===== config.mk =====
export PLATFORM = sky130hd
export DESIGN_NAME = ptc_top
export DESIGN_NICKNAME = d
export VERILOG_FILES = /design/src/core/ptc_pkg.sv /design/src/core/ptc_reg_if.sv /design/src/core/ptc_top.sv /design/src/core/ptc_axil_slave.sv /design/src/core/ptc_prescaler.sv
export VERILOG_INCLUDE_DIRS = /design/src /design/src/core
export SDC_FILE = /design/constraint.sdc
export NUM_CORES = 1
export LEC_CHECK = 0
export ABC_AREA = 0
export BUFFER_PORTS_ARGS = -buffer_cell sky130_fd_sc_hd__buf_4
export CAP_MARGIN = 20
export CORE_ASPECT_RATIO = 0.75
export CORE_MARGIN = 1.5
export CORE_UTILIZATION = 53
export CTS_CLUSTER_SIZE = 25
export DETAILED_ROUTE_END_ITERATION = 8
export GPL_TIMING_DRIVEN = 0
export PLACE_DENSITY = 0.86
export SLEW_MARGIN = 0
export SYNTH_ARGS = -nofsm -noshare
export SYNTH_HDL_FRONTEND = slang
export SYNTH_SLANG_ARGS = --single-unit

===== constraint.sdc =====
create_clock -name aclk -period 3.7 [get_ports aclk]
set_input_delay 0.37 -clock aclk [delete_from_list [all_inputs] [get_ports aclk]]
set_output_delay 0.37 -clock aclk [all_outputs]
set_load 0.01 [all_outputs]

===== src/core/ptc_defs.svh =====
// Register offsets, field positions, reset values and divide ratios of the tick counter
`ifndef PTC_DEFS_SVH
`define PTC_DEFS_SVH

// ****************************************
// Register byte offsets
// ****************************************
`define PTC_OFS_STATUS 8'h00
`define PTC_OFS_MASK 8'h04
`define PTC_OFS_CONFIG 8'h08
`define PTC_OFS_COUNT 8'h0C
`define PTC_OFS_LIMIT 8'h10

// ****************************************
// Field positions
// ****************************************
`define PTC_TICK_FLAG_BIT 0
`define PTC_PS_LSB 0
`define PTC_PS_MSB 3
`define PTC_CS_LSB 4
`define PTC_CS_MSB 5

// ****************************************
// Reset values
// ****************************************
`define PTC_COUNT_RST 8'h00
`define PTC_LIMIT_RST 8'h00
`define PTC_PS_RST 4'h0
`define PTC_CS_RST 2'h0
`define PTC_MASK_RST 1'b0

// ****************************************
// Decimal divide ratios, prescale codes 8 to 15
// ****************************************
`define PTC_DEC_DIV_8 10'd1
`define PTC_DEC_DIV_9 10'd2
`define PTC_DEC_DIV_10 10'd5
`define PTC_DEC_DIV_11 10'd10
`define PTC_DEC_DIV_12 10'd20
`define PTC_DEC_DIV_13 10'd50
`define PTC_DEC_DIV_14 10'd100
`define PTC_DEC_DIV_15 10'd1000

`endif


===== src/core/ptc_pkg.sv =====
// Types shared by the tick counter modules
package ptc_pkg;
  typedef enum logic [1:0] {
    PTC_SRC_LOW_POWER,
    PTC_SRC_EXTERNAL,
    PTC_SRC_INTERNAL
  } ptc_src_e;
  typedef logic [3:0] ptc_ps_t;
  typedef logic [7:0] ptc_byte_t;
endpackage


===== src/core/ptc_reg_if.sv =====
// Register access carrier between bus slave and counter core
interface ptc_reg_if;
  logic wr_en;
  logic [7:0] wr_addr;
  logic [31:0] wr_data;
  logic [3:0] wr_strb;
  logic wr_err;
  logic rd_en;
  logic [7:0] rd_addr;
  logic [31:0] rd_data;
  logic rd_err;
  modport bus (output wr_en, wr_addr, wr_data, wr_strb, rd_en, rd_addr,
               input wr_err, rd_data, rd_err);
  modport core (input wr_en, wr_addr, wr_data, wr_strb, rd_en, rd_addr,
                output wr_err, rd_data, rd_err);
endinterface


===== src/core/ptc_top.sv =====
// Periodic tick counter: registers, 8-bit counter, modulo match and interrupt
//
// Register access over AXI4-Lite and the register offsets are this design's own decisions.
`include "ptc_defs.svh"

// Operation
// - Count readable, writes to it ignored
// - Count clears on reset, limit writes or select writes that change the select
// - Prescaler tick with count equal to limit: clear, set flag
// - Limit zero flags every prescaler output edge
// - Limit write restarts prescaler and counter
// - Limit resets to zero
// - After reset counter stopped, prescaler off
// - Low-power oscillator is default source
// - Nonzero prescale select starts prescaler
// - Clock select picks one of three sources
// - Changed clock select restarts prescaler, counter
// - 8-bit up-counter fed by binary/decimal prescaler
// - Software enable gates flag onto interrupt
module ptc_top #(
  parameter int DIV_W = 10
) (
  input wire logic aclk,
  input wire logic aresetn,
  input wire logic low_power_osc_clock,
  input wire logic external_ref_clock,
  input wire logic internal_ref_clock,
  input wire logic [7:0] s_axi_awaddr,
  input wire logic s_axi_awvalid,
  output logic s_axi_awready,
  input wire logic [31:0] s_axi_wdata,
  input wire logic [3:0] s_axi_wstrb,
  input wire logic s_axi_wvalid,
  output logic s_axi_wready,
  output logic [1:0] s_axi_bresp,
  output logic s_axi_bvalid,
  input wire logic s_axi_bready,
  input wire logic [7:0] s_axi_araddr,
  input wire logic s_axi_arvalid,
  output logic s_axi_arready,
  output logic [31:0] s_axi_rdata,
  output logic [1:0] s_axi_rresp,
  output logic s_axi_rvalid,
  input wire logic s_axi_rready,
  output logic tick_irq
);
  import ptc_pkg::*;

  ptc_reg_if rif ();

  // ****************************************
  // Register state
  // ****************************************
  ptc_byte_t current_count_q;
  ptc_byte_t current_count_d;
  ptc_byte_t match_limit_q;
  ptc_src_e clock_select_q;
  ptc_ps_t prescale_select_q;
  logic tick_flag_q;
  logic tick_flag_d;
  logic tick_mask_q;
  logic prescale_tick;

  // ****************************************
  // Write decode
  // ****************************************
  wire wr_lane0 = rif.wr_en && rif.wr_strb[0];
  wire wr_status = wr_lane0 && (rif.wr_addr == `PTC_OFS_STATUS);
  wire wr_mask = wr_lane0 && (rif.wr_addr == `PTC_OFS_MASK);
  wire wr_config = wr_lane0 && (rif.wr_addr == `PTC_OFS_CONFIG);
  wire wr_limit = wr_lane0 && (rif.wr_addr == `PTC_OFS_LIMIT);
  wire wr_known = (rif.wr_addr == `PTC_OFS_STATUS) || (rif.wr_addr == `PTC_OFS_MASK)
    || (rif.wr_addr == `PTC_OFS_CONFIG) || (rif.wr_addr == `PTC_OFS_COUNT)
    || (rif.wr_addr == `PTC_OFS_LIMIT);
  wire [1:0] new_cs_raw = rif.wr_data[`PTC_CS_MSB:`PTC_CS_LSB];
  wire ptc_src_e new_cs = (new_cs_raw == 2'h1) ? PTC_SRC_EXTERNAL :
    (new_cs_raw == 2'h2) ? PTC_SRC_INTERNAL : PTC_SRC_LOW_POWER;
  wire ptc_ps_t new_ps = rif.wr_data[`PTC_PS_MSB:`PTC_PS_LSB];
  wire cfg_change = wr_config
    && ((new_cs != clock_select_q) || (new_ps != prescale_select_q));
  wire restart = wr_limit || cfg_change;
  wire flag_clear = wr_status && rif.wr_data[`PTC_TICK_FLAG_BIT];

  assign rif.wr_err = !wr_known;

  // ****************************************
  // Prescaler
  // ****************************************
  ptc_prescaler #(
    .DIV_W(DIV_W)
  ) u_prescaler (
    .aclk(aclk),
    .aresetn(aresetn),
    .low_power_osc_clock(low_power_osc_clock),
    .external_ref_clock(external_ref_clock),
    .internal_ref_clock(internal_ref_clock),
    .clock_select(clock_select_q),
    .prescale_select(prescale_select_q),
    .restart(restart),
    .tick(prescale_tick)
  );

  // ****************************************
  // Counter and match
  // ****************************************
  wire match = prescale_tick && (current_count_q == match_limit_q);

  always_comb begin
    current_count_d = current_count_q;
    if (restart) begin
      current_count_d = `PTC_COUNT_RST;
    end else if (match) begin
      current_count_d = `PTC_COUNT_RST;
    end else if (prescale_tick) begin
      current_count_d = current_count_q + 8'h01;
    end
  end

  // Set wins over a clear in the same cycle
  always_comb begin
    tick_flag_d = tick_flag_q;
    if (flag_clear) begin
      tick_flag_d = 1'b0;
    end
    if (match) begin
      tick_flag_d = 1'b1;
    end
  end

  always_ff @(posedge aclk) begin
    if (!aresetn) begin
      current_count_q <= `PTC_COUNT_RST;
      tick_flag_q <= 1'b0;
    end else begin
      current_count_q <= current_count_d;
      tick_flag_q <= tick_flag_d;
    end
  end

  // ****************************************
  // Control registers
  // ****************************************
  always_ff @(posedge aclk) begin
    if (!aresetn) begin
      match_limit_q <= `PTC_LIMIT_RST;
      clock_select_q <= PTC_SRC_LOW_POWER;
      prescale_select_q <= `PTC_PS_RST;
      tick_mask_q <= `PTC_MASK_RST;
    end else begin
      if (wr_limit) begin
        match_limit_q <= rif.wr_data[7:0];
      end
      if (wr_config) begin
        clock_select_q <= new_cs;
        prescale_select_q <= new_ps;
      end
      if (wr_mask) begin
        tick_mask_q <= rif.wr_data[`PTC_TICK_FLAG_BIT];
      end
    end
  end

  assign tick_irq = tick_flag_q && tick_mask_q;

  // ****************************************
  // Read mux
  // ****************************************
  wire rd_status = (rif.rd_addr == `PTC_OFS_STATUS);
  wire rd_mask = (rif.rd_addr == `PTC_OFS_MASK);
  wire rd_config = (rif.rd_addr == `PTC_OFS_CONFIG);
  wire rd_count = (rif.rd_addr == `PTC_OFS_COUNT);
  wire rd_limit = (rif.rd_addr == `PTC_OFS_LIMIT);
  wire [31:0] cfg_word = {26'h0, clock_select_q, prescale_select_q};

  assign rif.rd_data = rd_status ? {31'h0, tick_flag_q} :
    rd_mask ? {31'h0, tick_mask_q} :
    rd_config ? cfg_word :
    rd_count ? {24'h0, current_count_q} :
    rd_limit ? {24'h0, match_limit_q} : 32'h00000000;
  assign rif.rd_err = !(rd_status || rd_mask || rd_config || rd_count || rd_limit);

  // ****************************************
  // Bus slave
  // ****************************************
  ptc_axil_slave u_slave (
    .aclk(aclk),
    .aresetn(aresetn),
    .s_axi_awaddr(s_axi_awaddr),
    .s_axi_awvalid(s_axi_awvalid),
    .s_axi_awready(s_axi_awready),
    .s_axi_wdata(s_axi_wdata),
    .s_axi_wstrb(s_axi_wstrb),
    .s_axi_wvalid(s_axi_wvalid),
    .s_axi_wready(s_axi_wready),
    .s_axi_bresp(s_axi_bresp),
    .s_axi_bvalid(s_axi_bvalid),
    .s_axi_bready(s_axi_bready),
    .s_axi_araddr(s_axi_araddr),
    .s_axi_arvalid(s_axi_arvalid),
    .s_axi_arready(s_axi_arready),
    .s_axi_rdata(s_axi_rdata),
    .s_axi_rresp(s_axi_rresp),
    .s_axi_rvalid(s_axi_rvalid),
    .s_axi_rready(s_axi_rready),
    .rif(rif)
  );
endmodule


===== src/core/ptc_axil_slave.sv =====
// AXI4-Lite slave front end feeding the register carrier
module ptc_axil_slave (
  input wire logic aclk,
  input wire logic aresetn,
  input wire logic [7:0] s_axi_awaddr,
  input wire logic s_axi_awvalid,
  output logic s_axi_awready,
  input wire logic [31:0] s_axi_wdata,
  input wire logic [3:0] s_axi_wstrb,
  input wire logic s_axi_wvalid,
  output logic s_axi_wready,
  output logic [1:0] s_axi_bresp,
  output logic s_axi_bvalid,
  input wire logic s_axi_bready,
  input wire logic [7:0] s_axi_araddr,
  input wire logic s_axi_arvalid,
  output logic s_axi_arready,
  output logic [31:0] s_axi_rdata,
  output logic [1:0] s_axi_rresp,
  output logic s_axi_rvalid,
  input wire logic s_axi_rready,
  ptc_reg_if.bus rif
);
  logic aw_held_q;
  logic w_held_q;
  logic [7:0] awaddr_q;
  logic [31:0] wdata_q;
  logic [3:0] wstrb_q;
  logic bvalid_q;
  logic [1:0] bresp_q;
  logic rvalid_q;
  logic [31:0] rdata_q;
  logic [1:0] rresp_q;
  wire aw_take = s_axi_awvalid && s_axi_awready;
  wire w_take = s_axi_wvalid && s_axi_wready;
  wire do_write = aw_held_q && w_held_q && !bvalid_q;
  wire ar_take = s_axi_arvalid && s_axi_arready;

  assign s_axi_awready = !aw_held_q && !bvalid_q;
  assign s_axi_wready = !w_held_q && !bvalid_q;
  assign s_axi_arready = !rvalid_q;
  assign s_axi_bvalid = bvalid_q;
  assign s_axi_bresp = bresp_q;
  assign s_axi_rvalid = rvalid_q;
  assign s_axi_rdata = rdata_q;
  assign s_axi_rresp = rresp_q;
  assign rif.wr_en = do_write;
  assign rif.wr_addr = awaddr_q;
  assign rif.wr_data = wdata_q;
  assign rif.wr_strb = wstrb_q;
  assign rif.rd_en = ar_take;
  assign rif.rd_addr = s_axi_araddr;

  // ****************************************
  // Write channels, taken in either order
  // ****************************************
  always_ff @(posedge aclk) begin
    if (!aresetn) begin
      aw_held_q <= 1'b0;
      w_held_q <= 1'b0;
      awaddr_q <= 8'h00;
      wdata_q <= 32'h00000000;
      wstrb_q <= 4'h0;
      bvalid_q <= 1'b0;
      bresp_q <= 2'h0;
    end else begin
      if (aw_take) begin
        aw_held_q <= 1'b1;
        awaddr_q <= s_axi_awaddr;
      end
      if (w_take) begin
        w_held_q <= 1'b1;
        wdata_q <= s_axi_wdata;
        wstrb_q <= s_axi_wstrb;
      end
      if (do_write) begin
        aw_held_q <= 1'b0;
        w_held_q <= 1'b0;
        bvalid_q <= 1'b1;
        bresp_q <= rif.wr_err ? 2'h2 : 2'h0;
      end else if (bvalid_q && s_axi_bready) begin
        bvalid_q <= 1'b0;
      end
    end
  end

  // ****************************************
  // Read channel
  // ****************************************
  always_ff @(posedge aclk) begin
    if (!aresetn) begin
      rvalid_q <= 1'b0;
      rdata_q <= 32'h00000000;
      rresp_q <= 2'h0;
    end else if (ar_take) begin
      rvalid_q <= 1'b1;
      rdata_q <= rif.rd_data;
      rresp_q <= rif.rd_err ? 2'h2 : 2'h0;
    end else if (rvalid_q && s_axi_rready) begin
      rvalid_q <= 1'b0;
    end
  end
endmodule


===== src/core/ptc_prescaler.sv =====
// Clock source selector and binary or decimal prescaler
`include "ptc_defs.svh"
module ptc_prescaler #(
  parameter int DIV_W = 10
) (
  input wire logic aclk,
  input wire logic aresetn,
  input wire logic low_power_osc_clock,
  input wire logic external_ref_clock,
  input wire logic internal_ref_clock,
  input wire ptc_pkg::ptc_src_e clock_select,
  input wire ptc_pkg::ptc_ps_t prescale_select,
  input wire logic restart,
  output logic tick
);
  import ptc_pkg::*;
  logic [2:0] src_prev_q;
  logic [DIV_W-1:0] div_cnt_q;
  logic [DIV_W-1:0] div_cnt_d;
  logic [DIV_W-1:0] divisor;
  logic sel_level;
  logic sel_prev;
  wire src_edge = sel_level && !sel_prev;
  wire running = (prescale_select != 4'h0);
  wire last = (div_cnt_q >= divisor - DIV_W'(1));

  // ****************************************
  // Source selection
  // ****************************************
  always_comb begin
    case (clock_select)
      PTC_SRC_EXTERNAL: begin
        sel_level = external_ref_clock;
        sel_prev = src_prev_q[1];
      end
      PTC_SRC_INTERNAL: begin
        sel_level = internal_ref_clock;
        sel_prev = src_prev_q[2];
      end
      default: begin
        sel_level = low_power_osc_clock;
        sel_prev = src_prev_q[0];
      end
    endcase
  end

  // ****************************************
  // Divide ratio: codes 1-7 binary, 8-15 decimal
  // ****************************************
  always_comb begin
    case (prescale_select)
      4'h8: divisor = DIV_W'(`PTC_DEC_DIV_8);
      4'h9: divisor = DIV_W'(`PTC_DEC_DIV_9);
      4'hA: divisor = DIV_W'(`PTC_DEC_DIV_10);
      4'hB: divisor = DIV_W'(`PTC_DEC_DIV_11);
      4'hC: divisor = DIV_W'(`PTC_DEC_DIV_12);
      4'hD: divisor = DIV_W'(`PTC_DEC_DIV_13);
      4'hE: divisor = DIV_W'(`PTC_DEC_DIV_14);
      4'hF: divisor = DIV_W'(`PTC_DEC_DIV_15);
      default: divisor = DIV_W'(1) << prescale_select[2:0];
    endcase
  end

  always_comb begin
    div_cnt_d = div_cnt_q;
    if (restart || !running) begin
      div_cnt_d = '0;
    end else if (src_edge) begin
      div_cnt_d = last ? '0 : div_cnt_q + DIV_W'(1);
    end
  end

  assign tick = running && !restart && src_edge && last;

  always_ff @(posedge aclk) begin
    if (!aresetn) begin
      src_prev_q <= 3'h0;
      div_cnt_q <= '0;
    end else begin
      src_prev_q <= {internal_ref_clock, external_ref_clock, low_power_osc_clock};
      div_cnt_q <= div_cnt_d;
    end
  end
endmodule


==> results.yml, run 1 <==
run_status:
  run_status: "complete, no violations"
cells_and_area:
  drive_above_1_share: 0.211
  fill_cells: 597
  area_delta_synth_final_pct: 21.3
  layout_commonest_cell: "nand2_1"
  seq_area_mm2: 0.00136
  stdcell_area_mm2: 0.00470
  nNetsFinal: 631
  final_cell_mix: "nand2_1 (85), buf_4 (79), dfxtp_1 (68)"
  multi_input_area_mm2: 0.00233
  diodes: 0
placed_design:
  port-buffer-count: 49
  dp_hpwl_mm: 6.84
  gp_congestion: 0.914
  placed_area_mm2: 0.00446
timing:
  setup-tns-final_ps: 0
  report.final.slew_viol_count: 0
  period_needed_ps: 3530
  worstMarginPinSlew_ps: 821
  timing.final.crit_share: 0.953
  max_freq_mhz: 284
  hold_violations: 0
  finalClockSkew_ps: 6.35
  hold_ws_ps: 230
  slew_headroom: 0.448
  finalSetupViolations: 0
routing:
  drc: 0
  wirelength_mm: 9.32
  vias_per_cell: 5.35
  dr.pass1.iters: 5
  ant_nets: 0
  first_iter_violations: 262
  via_count: 3514
  wire_per_inst_um: 14.2
worst_setup_path:
  critPathArrivalTime_ps: 3820
  crit_type: "reg2reg"
  cp.required_ps: 4000
  critPathLaunchType: "register"
  end_kind: "register"
  worstRegToRegCells: 13
  regToRegStartpoint: "prescale_select_q[3]"
  crit_start: "prescale_select_q[3]"
  worstPathMaxFanout: 15
cts:
  numClockSinks: 68
  htree_num_levels: 3
  clock_latency_ps: 360
  cts_buffers: 9
  cts_buffer_depth: 2
  cts_root_buffer: "clkbuf_8"
  cts_tree: "yes"
  path_clk_slew_ps: 80
  cts.hold.buffers_added: 0
global_routing:
  antenna_found_initial: 0
  grt_usage: 0.249
  grt_pass1_wl_mm: 15.3
  grt_pass1_vias: 3176
  grt_max_degree: 16
  overflow: 0
synth:
  ys_ff_latch: 68
  ys_types: 61
  seq_area_frac_synth: 0.351
  postSynthAreaPerCell_um2: 8.29
  yosys.area.top_type: "dfxtp_1"
  synth_ff_type: "dfxtp_1"
  synth_edf_count: 0
  async_flop_share: 0
  synth_area_leaders: "dfxtp_1 (35%), nand2_1 (8.2%), a21boi_0 (6.0%)"
  synthesis.area_mm2: 0.00388
  synth_top_area_share: 0.351
  postSynthCellCount: 468
  yosys_warnings: 0
floorplanning:
  die_h_um: 77.1
  initial_core_util: 0.557
  core_mm2: 0.00696
  ios: 104
  num_rows: 26
  die_w_um: 102
  die_area_mm2: 0.00785
job:
  maxCapViolCount: 0
power:
  power_w: 0.00158
  leakagePower_nw: 1.97
  ir_drop_uv: 222
  powerDensity_mw_per_mm2: 336
worst_hold_path:
  hold_path.class: "in2reg"
  worstHoldStart: "internal_ref_clock"
  whs_path_depth: 2
[metrics by stage]
| step | std cells | utilization | setup WS, ps |
|---|---|---|---|
| after floorplan | 493 | - | 485 |
| after global placement | 640 | 0.641 | 63.7 |
| after detailed placement | 640 | 0.641 | -31.9 |
| after CTS | 655 | 0.669 | 12.4 |
| after global routing | 657 | 0.676 | -58.5 |
| final | 657 | 0.676 | 175 |
[worst paths after layout]
check        slack (ps)                        end
max                 170   u_prescaler.div_cnt_q[3]
min                 230  u_prescaler.src_prev_q[2]
max reg2reg         170   u_prescaler.div_cnt_q[3]
min reg2reg         470     u_slave.rif.wr_addr[7]
[per-layer routing]
metal,track usage,vias to the layer above,wire (um)
met5,0,-,0
li1,-,1759,-
met1,0.344,1635,4360
met3,0.0565,11,583
met2,0.385,109,4280
met4,0.0778,0,93
[Yosys cell counts (4+ instances only)]
library cell,number
nand2_1,85
dfxtp_1,68
a21boi_0,31
buf_4,27
nor2_1,25
o21ai_0,23
xor2_1,20
a21oi_1,16
ha_1,15
nand3_1,13
and2_1,12
clkbuf_1,12
nor2b_1,12
mux2i_1,10
and3_1,7
inv_1,7
nand2b_1,7
nand4_1,7
a21o_1,4
nor3_1,4
o211ai_1,4
o22ai_1,4
[repair_timing]
item                       CTS  global route
setup endpoints to repair    9            12
resized for setup            2            13
pin swaps                    0             1
setup buffers                0             2
[critical path, cell delays in order, from the launching register on]
cell	delay (ps)
dfxtp_1	640
o21ai_0	250
ha_2	260
nor2_1	100
nor2_1	60
a2bb2oi_2	150
ha_1	300
and3_1	210
a221oi_2	270
o21a_1	240
a21oi_2	140
or4_1	540
buf_4	180
nor2_1	110
[power breakdown]
group	internal, W	switching (W)
sequential	0.000751	0.0000221
clock	0.000314	0.000315
combinational	0.0000843	0.0000926
[flip-flops by register name, indices dropped and copies added (netlist names)]
name,cells
current_count_q,8
clock_select_q,2
u_slave.aw_held_q,1
u_slave.w_held_q,1
u_slave.s_axi_rvalid,1
u_slave.s_axi_rdata,8
u_slave.s_axi_rresp,1
u_slave.s_axi_bvalid,1
u_prescaler.div_cnt_q,10
u_prescaler.src_prev_q,3
u_slave.rif.wr_data,8
tick_mask_q,1
match_limit_q,8
tick_flag_q,1
u_slave.rif.wr_strb,1
u_slave.s_axi_bresp,1
prescale_select_q,4
u_slave.rif.wr_addr,8
[kinds of logic after synthesis]
kind of cell	Yosys count	share of synthesized area
DFF	68	0.351
xor gates and xnor gates	23	0.0519
other	1	0.000967
adders and majority gates	15	0.0484
and+or+nand+nor	196	0.256
muxes	11	0.0287
AOI/OAI and AO/OA	105	0.185
buffers and inverters	49	0.0777
[area by class of cell]
cell class	instances	area share
buffer	41	0.0604
tap	98	0.0261
clock inverter	7	0.0160
multi-input combinational	376	0.495
inverter	7	0.00559
timing repair buffer	51	0.0814
sequential	68	0.289
clock buffer	9	0.0263
Note: power is estimated with default switching activity, not from simulation.
==> run 2: changes to the inputs <==
--- a/config.mk
+++ b/config.mk
@@ -7,15 +7,18 @@
 export NUM_CORES = 1
 export LEC_CHECK = 0
 export ABC_AREA = 0
+export ABC_CLOCK_PERIOD_IN_PS = 3700
 export BUFFER_PORTS_ARGS = -buffer_cell sky130_fd_sc_hd__buf_4
 export CAP_MARGIN = 20
 export CORE_ASPECT_RATIO = 0.75
 export CORE_MARGIN = 1.5
-export CORE_UTILIZATION = 53
+export CORE_UTILIZATION = 55
+export CTS_BUF_LIST = sky130_fd_sc_hd__clkbuf_8
 export CTS_CLUSTER_SIZE = 25
 export DETAILED_ROUTE_END_ITERATION = 8
 export GPL_TIMING_DRIVEN = 0
-export PLACE_DENSITY = 0.86
+export MAX_ROUTING_LAYER = met4
+export PLACE_DENSITY = 0.89
 export SLEW_MARGIN = 0
 export SYNTH_ARGS = -nofsm -noshare
 export SYNTH_HDL_FRONTEND = slang
==> run 2 against run 1 <==
Against the previous run:
- final cell count fell by 2.4%
- largest power group unchanged
- power rose by 4.3%
- critical path type unchanged
- non-clock buffer count fell by 2
==> results.yml, run 2 (same netlist as run 1, synthesis figures left out) <==
worst_setup_path:
  critPathArrivalTime_ps: 3880
  cp_num_buf_inv: 3
  worstPathMaxFanout: 10
  crit_family: "simple AND/OR/NAND/NOR gates"
  critPathLaunchType: "register"
  crit_slowest_cell: "or4_1"
  cp.required_ps: 3990
  end_kind: "register"
  crit_type: "reg2reg"
  crit_path_frequent_cell: "nor2_1"
  worst_path_largest_cell_delay_ps: 530
  path_cells: "buf_2, clkbuf_4, nor2_1, o21ai_0, ha_2, nor2_1, nor2_1, a2bb2oi_1, ha_1, and3_1, a221oi_1, o21a_1, a21oi_2, or4_1, buf_4, nor2_1"
placed_design:
  placed_area_mm2: 0.00445
  gp_congestion: 0.954
  port-buffer-count: 49
  placedCellCount: 626
  dp_hpwl_mm: 6.91
timing:
  timing.final.crit_share: 0.969
  worstMarginPinSlew_ps: 831
  finalClockSkew_ps: 5.48
  hold_ws_ps: 228
  slew_headroom: 0.445
  max_freq_mhz: 279
  finalSetupViolations: 0
  report.final.slew_viol_count: 0
  hold_violations: 0
  period_needed_ps: 3590
  setup-tns-final_ps: 0
cts:
  cts.hold.buffers_added: 0
  htree_num_levels: 3
  clock_latency_ps: 350
  cts_buffers: 9
  cts_buffer_depth: 2
  cts_root_buffer: "clkbuf_8"
  numClockSinks: 68
  cts_tree: "yes"
  path_clk_slew_ps: 80
routing:
  via_count: 3557
  vias_per_cell: 5.55
  wirelength_mm: 9.27
  wire_per_inst_um: 14.5
  drc: 0
  ant_nets: 0
  dr.pass1.iters: 5
  first_iter_violations: 259
floorplanning:
  die_area_mm2: 0.00757
  die_h_um: 75.7
  num_rows: 26
  die_w_um: 100
  ios: 104
  core_mm2: 0.00683
  initial_core_util: 0.568
global_routing:
  grt_max_degree: 16
  grt_pass1_wl_mm: 14.6
  overflow: 0
  antenna_found_initial: 0
  grt_pass1_vias: 3113
  grt_usage: 0.256
job:
  maxCapViolCount: 0
cells_and_area:
  layout_commonest_cell: "nand2_1"
  final_util: 0.686
  drive_above_1_share: 0.206
  stdcell_area_mm2: 0.00468
  final_cell_mix: "nand2_1 (85), buf_4 (77), dfxtp_1 (67)"
  diodes: 0
  nNetsFinal: 629
  area_delta_synth_final_pct: 20.7
  largest-register: "u_prescaler.div_cnt_q"
  final_cell_count_no_fill: 641
  largest_reg_flops: 10
power:
  powerDensity_mw_per_mm2: 352
  ir_drop_uv: 222
  leakagePower_nw: 1.98
run_status:
  run_status: "complete, no violations"
worst_hold_path:
  hold_path.class: "in2reg"
[run 2: per-layer routing]
layer | track usage | wire [um] | up-vias
met1 | 0.320 | 4090 | 1647
met2 | 0.398 | 4220 | 146
met4 | 0.0798 | 94 | 0
li1 | - | - | 1751
met5 | - | 0 | -
met3 | 0.0844 | 859 | 13
[run 2: power breakdown]
part | internal [W] | switching [W]
logic | 0.0000844 | 0.0000935
clock network | 0.000384 | 0.000314
registers | 0.000751 | 0.0000222
[run 2: path summary, 6_finish.rpt]
kind                          startpoint  cells after the start                   endpoint  slack [ps]
setup reg to reg    prescale_select_q[2]                     16   u_prescaler.div_cnt_q[8]         110
hold / removal        internal_ref_clock                      2  u_prescaler.src_prev_q[2]         230
setup / recovery    prescale_select_q[2]                     16   u_prescaler.div_cnt_q[8]         110
hold reg to reg   u_slave.s_axi_rdata[4]                      2     u_slave.s_axi_rdata[4]         470
[run 2: repair_timing]
action                     in CTS  in global routing
gates resized for setup         1                  9
setup endpoints to repair       9                  9
setup buffers                   0                  1
pin swaps                       0                  1
[run 2: worst register-to-register path, stage by stage (launching register included)]
cell,delay (ps)
dfxtp_1,300
buf_2,160
clkbuf_4,200
nor2_1,110
o21ai_0,150
ha_2,260
nor2_1,90
nor2_1,50
a2bb2oi_1,150
ha_1,290
and3_1,200
a221oi_1,340
o21a_1,270
a21oi_2,140
or4_1,530
buf_4,180
nor2_1,110
[run 2: area by class of cell]
cell class              count  area (um2)
clock inverters             7        98.8
repair buffers             50         375
clock buffers               9         124
fillers                   549        2150
flip-flops and latches     68        1370
inverters                   7        26.3
plain buffers              40         273
well taps                  84         105
multi-input cells         376        2320
[run 2: stage by stage]
stage          power (W)  setup slack (ps)
6_report         0.00165               113
5_1_grt          0.00171             -57.2
4_1_cts          0.00166              19.5
3_5_place_dp    0.000965             -25.4
3_3_place_gp    0.000958               108
2_1_floorplan   0.000898               485
